## src/core/bridge_setup_map.svh

```systemverilog
// Behaviour
// RULE_01: with bit 22 set and a card-bus card present, the socket's reserved pins are driven low; otherwise they float; resets to 1.
// RULE_02: bit 21, per socket, disables 16-bit card supply protection when 1 and enables it when 0; resets to 0.
// RULE_03: software writes bits 20 to 16 back unchanged; the device just stores them.
// RULE_04: bit 15 set lets downstream memory reads burst; resets to 1.
// RULE_05: bit 14 set lets upstream memory reads burst; resets to 0.
// RULE_06: bit 13, per socket, is set by any card access and cleared by a read of the register.
// RULE_07: bit 12 always reads 1.
// RULE_08: bit 11 is 1 from a power change request until the switch stream and its settle delay end.
// RULE_09: bit 10 is set when a power-up stream has been sent and clears when the power-up delay expires.
// RULE_10: bit 9 is set when a power-down stream has been sent and clears when the power-down delay expires.
// RULE_11: bit 8, per socket, is 1 while a card interrogation runs.
// RULE_12: bit 7 always reads 0.
// RULE_13: bit 6 enables the low energy mode, is shared by both functions, and resets to 1.
// RULE_14: bit 5 at 1 (reset) locks the identity registers read-only; at 0 they are writable.
// RULE_15: bits 22, 21, 15, 14, 13, 11, 6 and 5 are cleared by the global reset only.
// RULE_16: bits 10, 9 and 8 are cleared by the bus reset only while power events are disabled; always by the global reset.
// RULE_17: software reaches bits 15, 14, 6 and 5 only through function 0.
`ifndef BRIDGE_SETUP_MAP_SVH
`define BRIDGE_SETUP_MAP_SVH

`define SETUP_OFS 8'h80
`define BIT_DRIVE_LOW 22
`define BIT_GUARD_DIS 21
`define BIT_RSVD_LO 16
`define BIT_RSVD_HI 20
`define BIT_BURST_DN 15
`define BIT_BURST_UP 14
`define BIT_SEEN 13
`define BIT_ONE 12
`define BIT_STREAM 11
`define BIT_UP_SETTLE 10
`define BIT_DN_SETTLE 9
`define BIT_PROBE 8
`define BIT_ZERO 7
`define BIT_LOW_ENERGY 6
`define BIT_ID_LOCK 5
`define RST_DRIVE_LOW 1'b1
`define RST_GUARD_DIS 1'b0
`define RST_RSVD 5'h00
`define RST_BURST_DN 1'b1
`define RST_BURST_UP 1'b0
`define RST_LOW_ENERGY 1'b1
`define RST_ID_LOCK 1'b1
`define SETTLE_UP_CYC 16
`define SETTLE_DN_CYC 16
`define SETTLE_W 16

`endif

```

## src/core/bridge_setup_pkg.sv

```systemverilog
package bridge_setup_pkg;
  typedef enum logic [1:0] {
    ST_IDLE = 2'b00,
    ST_SHIFT = 2'b01,
    ST_SETTLE = 2'b10
  } stream_state_t;
  typedef logic [1:0] sock_vec_t;
endpackage : bridge_setup_pkg

```

## src/core/bridge_system_setup.sv

```systemverilog
`timescale 1ns/1ps
`include "bridge_setup_map.svh"
// middle slice of the bridge system setup register, two card-bus functions
module bridge_system_setup #(
  parameter int SETTLE_UP = `SETTLE_UP_CYC,
  parameter int SETTLE_DN = `SETTLE_DN_CYC
) (
  // clock and resets; rstn is the global reset
  input wire logic core_clk,
  input wire logic rstn,
  input wire logic bus_reset_n,
  input wire logic pme_en,
  // configuration access
  input wire logic cfg_func,
  input wire logic [7:0] cfg_addr,
  input wire logic cfg_rd,
  input wire logic cfg_wr,
  input wire logic [3:0] cfg_be,
  input wire logic [31:0] cfg_wdata,
  output logic [31:0] cfg_rdata,
  // socket side
  input wire bridge_setup_pkg::sock_vec_t card_present,
  input wire bridge_setup_pkg::sock_vec_t socket_access,
  input wire bridge_setup_pkg::sock_vec_t probe_active,
  output bridge_setup_pkg::sock_vec_t rsvd_pin_out,
  output bridge_setup_pkg::sock_vec_t rsvd_pin_oe,
  // power switch side
  input wire logic pwr_change_req,
  input wire logic pwr_up,
  input wire logic stream_shift_done,
  // control levels to the rest of the bridge
  output bridge_setup_pkg::sock_vec_t supply_guard_disable,
  output logic read_burst_down_en,
  output logic read_burst_up_en,
  output logic low_energy_mode_en,
  output logic ident_regs_lock
);
  import bridge_setup_pkg::*;

  // byte lane that carries a given bit
  function automatic logic lane(input logic [3:0] be, input int pos);
    lane = be[pos/8];
  endfunction : lane

  logic hit_rd, hit_wr, settle_done;
  assign hit_rd = cfg_rd && (cfg_addr == `SETUP_OFS);
  assign hit_wr = cfg_wr && (cfg_addr == `SETUP_OFS);

  // control and status flops
  logic drive_low_r, drive_low_nxt;
  sock_vec_t guard_dis_r, guard_dis_nxt;
  logic [4:0] rsvd_r, rsvd_nxt;
  logic burst_dn_r, burst_dn_nxt, burst_up_r, burst_up_nxt;
  sock_vec_t seen_r, seen_nxt;
  logic low_energy_r, low_energy_nxt, id_lock_r, id_lock_nxt;
  logic up_r, up_nxt, dn_r, dn_nxt, dir_up_r, dir_up_nxt;
  sock_vec_t probe_r, probe_nxt;
  stream_state_t st_r, st_nxt;
  logic [31:0] rdata_r, rdata_nxt;
  logic pme_clr;
  logic timer_start;
  logic [`SETTLE_W-1:0] timer_load;

  // bus reset reaches power-event context only while power events are off
  assign pme_clr = !bus_reset_n && !pme_en; // [RULE_16]

  // register writes, sticky flags and the power stream sequence
  always_comb begin
    drive_low_nxt = drive_low_r;
    guard_dis_nxt = guard_dis_r;
    rsvd_nxt = rsvd_r;
    burst_dn_nxt = burst_dn_r;
    burst_up_nxt = burst_up_r;
    low_energy_nxt = low_energy_r;
    id_lock_nxt = id_lock_r;
    seen_nxt = seen_r;
    st_nxt = st_r;
    up_nxt = up_r;
    dn_nxt = dn_r;
    dir_up_nxt = dir_up_r;
    timer_start = 1'b0;
    timer_load = '0;
    if (hit_wr) begin
      if (lane(cfg_be, `BIT_DRIVE_LOW)) begin
        drive_low_nxt = cfg_wdata[`BIT_DRIVE_LOW]; // [RULE_01]
        guard_dis_nxt[cfg_func] = cfg_wdata[`BIT_GUARD_DIS]; // [RULE_02]
        rsvd_nxt = cfg_wdata[`BIT_RSVD_HI:`BIT_RSVD_LO]; // stored as written [RULE_03]
      end
      // shared bits 15, 14, 6 and 5 only take writes through function 0
      if (!cfg_func && lane(cfg_be, `BIT_BURST_DN)) begin // [RULE_17]
        burst_dn_nxt = cfg_wdata[`BIT_BURST_DN]; // [RULE_04]
        burst_up_nxt = cfg_wdata[`BIT_BURST_UP]; // [RULE_05]
      end
      if (!cfg_func && lane(cfg_be, `BIT_LOW_ENERGY)) begin // [RULE_17]
        low_energy_nxt = cfg_wdata[`BIT_LOW_ENERGY]; // [RULE_13]
        id_lock_nxt = cfg_wdata[`BIT_ID_LOCK]; // [RULE_14]
      end
    end
    // read clears the reading function's flag; a same-cycle access wins
    if (hit_rd && lane(cfg_be, `BIT_SEEN)) begin
      seen_nxt[cfg_func] = 1'b0; // [RULE_06]
    end
    seen_nxt = seen_nxt | socket_access; // [RULE_06]
    // power stream: shift, then settle, busy throughout
    case (st_r)
      ST_IDLE: begin
        st_nxt = ST_IDLE;
      end
      ST_SHIFT: begin
        if (stream_shift_done) begin
          st_nxt = ST_SETTLE; // [RULE_08]
          up_nxt = dir_up_r; // [RULE_09]
          dn_nxt = !dir_up_r; // [RULE_10]
          timer_start = 1'b1;
          timer_load = dir_up_r ? `SETTLE_W'(SETTLE_UP) : `SETTLE_W'(SETTLE_DN);
        end
      end
      ST_SETTLE: begin
        if (settle_done) begin
          st_nxt = ST_IDLE; // [RULE_08]
          up_nxt = 1'b0; // [RULE_09]
          dn_nxt = 1'b0; // [RULE_10]
        end
      end
      default: begin
        st_nxt = ST_IDLE;
      end
    endcase
    // a new request restarts the stream from the top
    if (pwr_change_req) begin
      st_nxt = ST_SHIFT; // [RULE_08]
      dir_up_nxt = pwr_up;
    end
    if (pme_clr) begin
      up_nxt = 1'b0; // [RULE_16]
      dn_nxt = 1'b0; // [RULE_16]
    end
  end

  // interrogation status follows the probe engine
  always_comb begin
    probe_nxt = pme_clr ? 2'h0 : probe_active; // [RULE_11] [RULE_16]
  end

  // read data, per function for socket-dependent bits
  always_comb begin
    rdata_nxt = rdata_r;
    if (hit_rd) begin
      rdata_nxt = 32'h0000_0000;
      rdata_nxt[`BIT_DRIVE_LOW] = drive_low_r;
      rdata_nxt[`BIT_GUARD_DIS] = guard_dis_r[cfg_func];
      rdata_nxt[`BIT_RSVD_HI:`BIT_RSVD_LO] = rsvd_r;
      rdata_nxt[`BIT_BURST_DN] = burst_dn_r;
      rdata_nxt[`BIT_BURST_UP] = burst_up_r;
      rdata_nxt[`BIT_SEEN] = seen_r[cfg_func]; // [RULE_06]
      rdata_nxt[`BIT_ONE] = 1'b1; // [RULE_07]
      rdata_nxt[`BIT_STREAM] = (st_r != ST_IDLE); // [RULE_08]
      rdata_nxt[`BIT_UP_SETTLE] = up_r;
      rdata_nxt[`BIT_DN_SETTLE] = dn_r;
      rdata_nxt[`BIT_PROBE] = probe_r[cfg_func]; // [RULE_11]
      rdata_nxt[`BIT_ZERO] = 1'b0; // [RULE_12]
      rdata_nxt[`BIT_LOW_ENERGY] = low_energy_r;
      rdata_nxt[`BIT_ID_LOCK] = id_lock_r;
    end
  end

  // global-only bits ignore the bus reset entirely
  always_ff @(posedge core_clk) begin
    if (!rstn) begin
      drive_low_r <= `RST_DRIVE_LOW; // [RULE_15]
      guard_dis_r <= {2{`RST_GUARD_DIS}};
      rsvd_r <= `RST_RSVD;
      burst_dn_r <= `RST_BURST_DN;
      burst_up_r <= `RST_BURST_UP;
      low_energy_r <= `RST_LOW_ENERGY;
      id_lock_r <= `RST_ID_LOCK;
      seen_r <= 2'h0;
      st_r <= ST_IDLE;
      dir_up_r <= 1'b0;
      up_r <= 1'b0;
      dn_r <= 1'b0;
      probe_r <= 2'h0;
      rdata_r <= 32'h0000_0000;
    end else begin
      drive_low_r <= drive_low_nxt;
      guard_dis_r <= guard_dis_nxt;
      rsvd_r <= rsvd_nxt;
      burst_dn_r <= burst_dn_nxt;
      burst_up_r <= burst_up_nxt;
      low_energy_r <= low_energy_nxt;
      id_lock_r <= id_lock_nxt;
      seen_r <= seen_nxt;
      st_r <= st_nxt;
      dir_up_r <= dir_up_nxt;
      up_r <= up_nxt;
      dn_r <= dn_nxt;
      probe_r <= probe_nxt;
      rdata_r <= rdata_nxt;
    end
  end

  settle_timer #(
    .W(`SETTLE_W)
  ) u_settle (
    .core_clk(core_clk),
    .rstn(rstn),
    .start(timer_start),
    .load(timer_load),
    .done(settle_done)
  );

  // per socket: card detect synchroniser and reserved pin drive
  sock_vec_t card_in_r;
  genvar s;
  generate
    for (s = 0; s < 2; s++) begin : g_sock
      logic [2:0] sync_r, sync_nxt;
      logic in_nxt, oe_r, oe_nxt;
      // a change counts only once the last two stages agree
      always_comb begin
        sync_nxt = {sync_r[1:0], card_present[s]};
        in_nxt = (sync_r[2] == sync_r[1]) ? sync_r[2] : card_in_r[s];
        oe_nxt = drive_low_r && card_in_r[s]; // [RULE_01]
      end
      always_ff @(posedge core_clk) begin
        if (!rstn) begin
          sync_r <= 3'h0;
          card_in_r[s] <= 1'b0;
          oe_r <= 1'b0;
        end else begin
          sync_r <= sync_nxt;
          card_in_r[s] <= in_nxt;
          oe_r <= oe_nxt;
        end
      end
      assign rsvd_pin_oe[s] = oe_r;
      assign rsvd_pin_out[s] = 1'b0; // only ever drives low
    end
  endgenerate

  assign cfg_rdata = rdata_r;
  assign supply_guard_disable = guard_dis_r;
  assign read_burst_down_en = burst_dn_r;
  assign read_burst_up_en = burst_up_r;
  assign low_energy_mode_en = low_energy_r;
  assign ident_regs_lock = id_lock_r;
endmodule : bridge_system_setup

```

## src/core/settle_timer.sv

```systemverilog
`timescale 1ns/1ps
// one-shot down counter: done pulses LOAD+1 cycles after the cycle that raises start
module settle_timer #(
  parameter int W = 16
) (
  // clock and reset
  input wire logic core_clk,
  input wire logic rstn,
  // control
  input wire logic start,
  input wire logic [W-1:0] load,
  output logic done
);
  logic [W-1:0] cnt_r, cnt_nxt;
  logic done_r, done_nxt;

  // a restart simply reloads, so the latest request sets the delay
  always_comb begin
    cnt_nxt = cnt_r;
    done_nxt = 1'b0;
    if (start) begin
      cnt_nxt = load;
    end else if (cnt_r != '0) begin
      cnt_nxt = cnt_r - 1'b1;
      done_nxt = (cnt_r == {{(W-1){1'b0}}, 1'b1});
    end
  end

  always_ff @(posedge core_clk) begin
    if (!rstn) begin
      cnt_r <= '0;
      done_r <= 1'b0;
    end else begin
      cnt_r <= cnt_nxt;
      done_r <= done_nxt;
    end
  end

  assign done = done_r;
endmodule : settle_timer

```

## config.mk

```make
export PLATFORM = sky130hd
export DESIGN_NAME = bridge_system_setup
export DESIGN_NICKNAME = d
export VERILOG_FILES = /design/src/core/bridge_setup_pkg.sv /design/src/core/bridge_system_setup.sv /design/src/core/settle_timer.sv
export VERILOG_INCLUDE_DIRS = /design/src /design/src/core
export SDC_FILE = /design/constraint.sdc
export NUM_CORES = 1
export LEC_CHECK = 0
export ABC_AREA = 1
export BUFFER_PORTS_ARGS = -buffer_cell sky130_fd_sc_hd__buf_2
export CORE_MARGIN = 1
export CORE_UTILIZATION = 49
export DETAILED_ROUTE_END_ITERATION = 10
export GPL_TIMING_DRIVEN = 1
export PLACE_DENSITY_LB_ADDON = 0.15
export SETUP_SLACK_MARGIN = 0.3
export SYNTH_ARGS = -nofsm -noshare
export SYNTH_HDL_FRONTEND = slang
export SYNTH_SLANG_ARGS = --single-unit
```

## constraint.sdc

```tcl
create_clock -name core_clk -period 1.6 [get_ports core_clk]
set_input_delay 0.32 -clock core_clk [delete_from_list [all_inputs] [get_ports core_clk]]
set_output_delay 0.32 -clock core_clk [all_outputs]
set_load 0.02 [all_outputs]
```

==> impl_metrics.csv <==
group,metric,value,unit
power,power.density,1590,mW/mm2
critical_path,worst_r2r_endpoint,"u_settle.cnt_r[14]",
cts,ctsRootBufferMaster,"clkbuf_8",
min_path,worstHoldPathType,"in2reg",
critical_path,path_cells,"inv_2, ha_4, inv_1, nor2_1, nand2_1, nand2_1, nand2_1, nand3_1, nor2_1",
synth,syn_area_per_cell,7.18,um2
critical_path,crit_path_frequent_cell,"nand2_1",
drt,initialDrtViolationCount,90,
power,power_leakage,0.00175,uW
synth,synthDistinctLibCells,30,
min_path,hp-start,"card_present[1]",
grt,grt_use_total,20.6,%
drt,firstDrtPassIters,4,
cells_and_area,n_fill_cell,514,
synth,synthFlopType,"dfxtp_1",
cells_and_area,insertedDiodeCount,0,
synth,yosysMostFrequentCell,"nor2_1",
cells_and_area,register_area,0.00131,mm2
timing,drv_slew,0,
timing,finalSetupViolations,0,
timing,period_needed,1.25,ns
timing,setup_tns,0,ns
die,die-area,0.00620,mm2
drt,finalWirelength,6190,um
die,dieWidth,78.8,um
grt,grt_antenna_before_repair,0,
synth,synth.yosys.seq_area_share,45.1,%
drt,route.detailed.drc,0,
critical_path,crit_buf_inv,2,
cts,clk_transition_reported_paths,0.06,ns
timing,clock-skew-final,0.00694,ns
critical_path,worstSetupPathType,"reg2reg",
critical_path,reg2reg_depth,9,
synth,synth_area_leaders,"dfxtp_1 45%, nor2_1 12%, nand2_1 9.1%",
timing,hold_viol,0,
run,maxCapViolCount,0,
cts,cts_sinks,65,
grt,grt_pass1_vias,2353,
cts,cts_tree,"done",
critical_path,ff2ff_setup_slack,0.35,ns
cts,cts_max_level,3,
synth,synth_cells,402,
cells_and_area,multi_input_area,0.00137,mm2
synth,netlist_area,0.00289,mm2
min_path,min_to,"g_sock[1].sync_r[0]",
grt,grt_pass1_wl,9820,um
synth,ys_warn_count,0,
synth,yosys.area.top_type,"dfxtp_1",
min_path,whs_path_depth,3,
timing,hold_ws,0.156,ns
die,num_rows,27,
die,die-height,78.8,um
placed_design,place_congestion,0.874,
critical_path,slowest_delay,0.33,ns
cts,hold_buffers,0,
critical_path,critical-path-top-delay-family,"simple AND/OR/NAND/NOR gates",
cells_and_area,syn_to_final_growth,22.3,%
status,outcome,"finished, final reports clean",
critical_path,cp.required,1.82,ns
cells_and_area,fin_util,63.0,%
synth,yosys-top-cells-count,"93 x nor2_1, 70 x nand2_1, 65 x dfxtp_1, 46 x inv_1, 22 x nand3_1",
cts,clk_latency,0.35,ns
cts,clockBufferDepth,2,
placed_design,dpl.hpwl,4220,um
grt,grt_max_degree,29,
drt,wl_per_cell,11.3,um
grt,grt-ovfl-total,0,
die,start_util,51.5,%
synth,async_reset_ff_share,0,%
timing,timing.final.crit_share,78.1,%
placed_design,io_buffer_count,62,
cts,cts_buffers,9,
synth,yosysTopAreaCellShare,45.1,%
synth,synth_seq_cells,65,
drt,vias,2597,
critical_path,crit_path_end_kind,"flop",
synth,synth-edff-count,0,
critical_path,path_max_fanout,3,
critical_path,reg2reg_from,"u_settle.cnt_r[0]",
drt,ant_nets,0,
critical_path,critPathSlowestCell,"dfxtp_2",
placed_design,place_ws,0.140,ns
cells_and_area,drive_gt1_share,26.3,%
critical_path,arrival,1.47,ns
timing,rsz0062_at_grt,"true",
die,core,0.00561,mm2
drt,via_per_inst,4.75,
critical_path,start_kind,"flop",
power,peakVddDrop,1.29,mV
timing,max_freq,800,MHz
cells_and_area,layout.nets,533,
die,ios,102,
timing,worst_slack,0.350,ns
final cells by class:
type	instances	share of cell area, %
clock buffers	12	4.11
clock inverters	3	1.84
inverters	48	5.35
multi-input cells	277	38.7
flip-flops and latches	65	37.0
well taps	72	2.55
repair buffers	69	10.3
repair inverters	1	0.213
through the flow:
stage,total power [uW],instances,instance area [um2]
after floorplan,3330,418,2950
after global placement,3550,525,3160
after detailed placement,3590,525,3160
after CTS,5240,545,3430
after global routing,5980,547,3530
final,5610,547,3530
cells by family (layout without fill, tap and decap cells):
| group | after synthesis | in the layout | synth area share, % |
|---|---|---|---|
| and+or+nand+nor | 210 | 211 | 31.3 |
| xor gates and xnor gates | 2 | 2 | 0.607 |
| adders and majority gates | 2 | 2 | 0.867 |
| buffers and inverters | 77 | 133 | 13.6 |
| AOI/OAI and AO/OA | 45 | 45 | 8.41 |
| DFF | 65 | 65 | 45.1 |
| other | 1 | 17 | 0.130 |
worst reg2reg max path, stage by stage (launching register included):
cell	delay, ns
dfxtp_2	0.33
inv_2	0.08
ha_4	0.16
inv_1	0.08
nor2_1	0.21
nand2_1	0.08
nand2_1	0.06
nand2_1	0.05
nand3_1	0.06
nor2_1	0.04
worst max-delay path by stage:
stage                 startpoint                 end  depth (start not counted)
6_report       u_settle.cnt_r[0]  u_settle.cnt_r[14]                          9
5_1_grt        u_settle.cnt_r[5]  u_settle.cnt_r[10]                          7
4_1_cts        u_settle.cnt_r[1]  u_settle.cnt_r[10]                          8
3_5_place_dp         cfg_addr[7]       cfg_rdata[11]                          9
3_3_place_gp         cfg_addr[7]       cfg_rdata[11]                          9
2_1_floorplan  u_settle.cnt_r[0]   u_settle.cnt_r[4]                          8
per-layer routing:
layer / share of wire, % / global-route usage [%]
met5: 0 / 0
met4: 2.6 / 13.1
met3: 5.2 / 4.25
met2: 49 / 36.3
met1: 43 / 22.4
power by group:
part           switching (uW)  leakage (uW)  internal (uW)
sequential                207      0.000530           1820
clock                     607      0.000106            910
combinational            1290       0.00112            782
total                    2110       0.00175           3510
flip-flops by register name, indices dropped and copies added (netlist names), 5 cells and up:
register,cells
cfg_rdata,17
g_sock.sync_r,6
rsvd_r,5
u_settle.cnt_r,16
timing repair:
action / CTS / global route
setup endpoints to repair: 15 / 17
resized for setup: 6 / 26
pin swaps: 2 / 8
setup buffers: 3 / 2
gates cloned: 2 / 0
cell usage in the layout (no fill, tap or decap):
master      count
nand3_2         4
a21oi_1        12
nor3b_2         1
ha_4            1
nand3_1        19
a211oi_1        2
nor2_2          8
nand2_1        67
xor2_1          2
nand3b_1        2
clkinvlp_4      2
buf_4           7
inv_2           3
nor2_1         85
nor4_1          1
nand2_4         4
clkbuf_1        2
conb_1         17
nand4_1         6
clkinv_2        1
clkinv_4        1
inv_1          43
nand2_2         5
clkbuf_8       10
o21ai_0        16
a31oi_2         1
dfxtp_1        61
dfxtp_2         4
nor3_2          1
ha_1            1
o21bai_1        2
o21ai_1        12
bufinv_16       2
buf_2          62
nor2_4          8
Note: power is estimated with default switching activity, not from simulation.
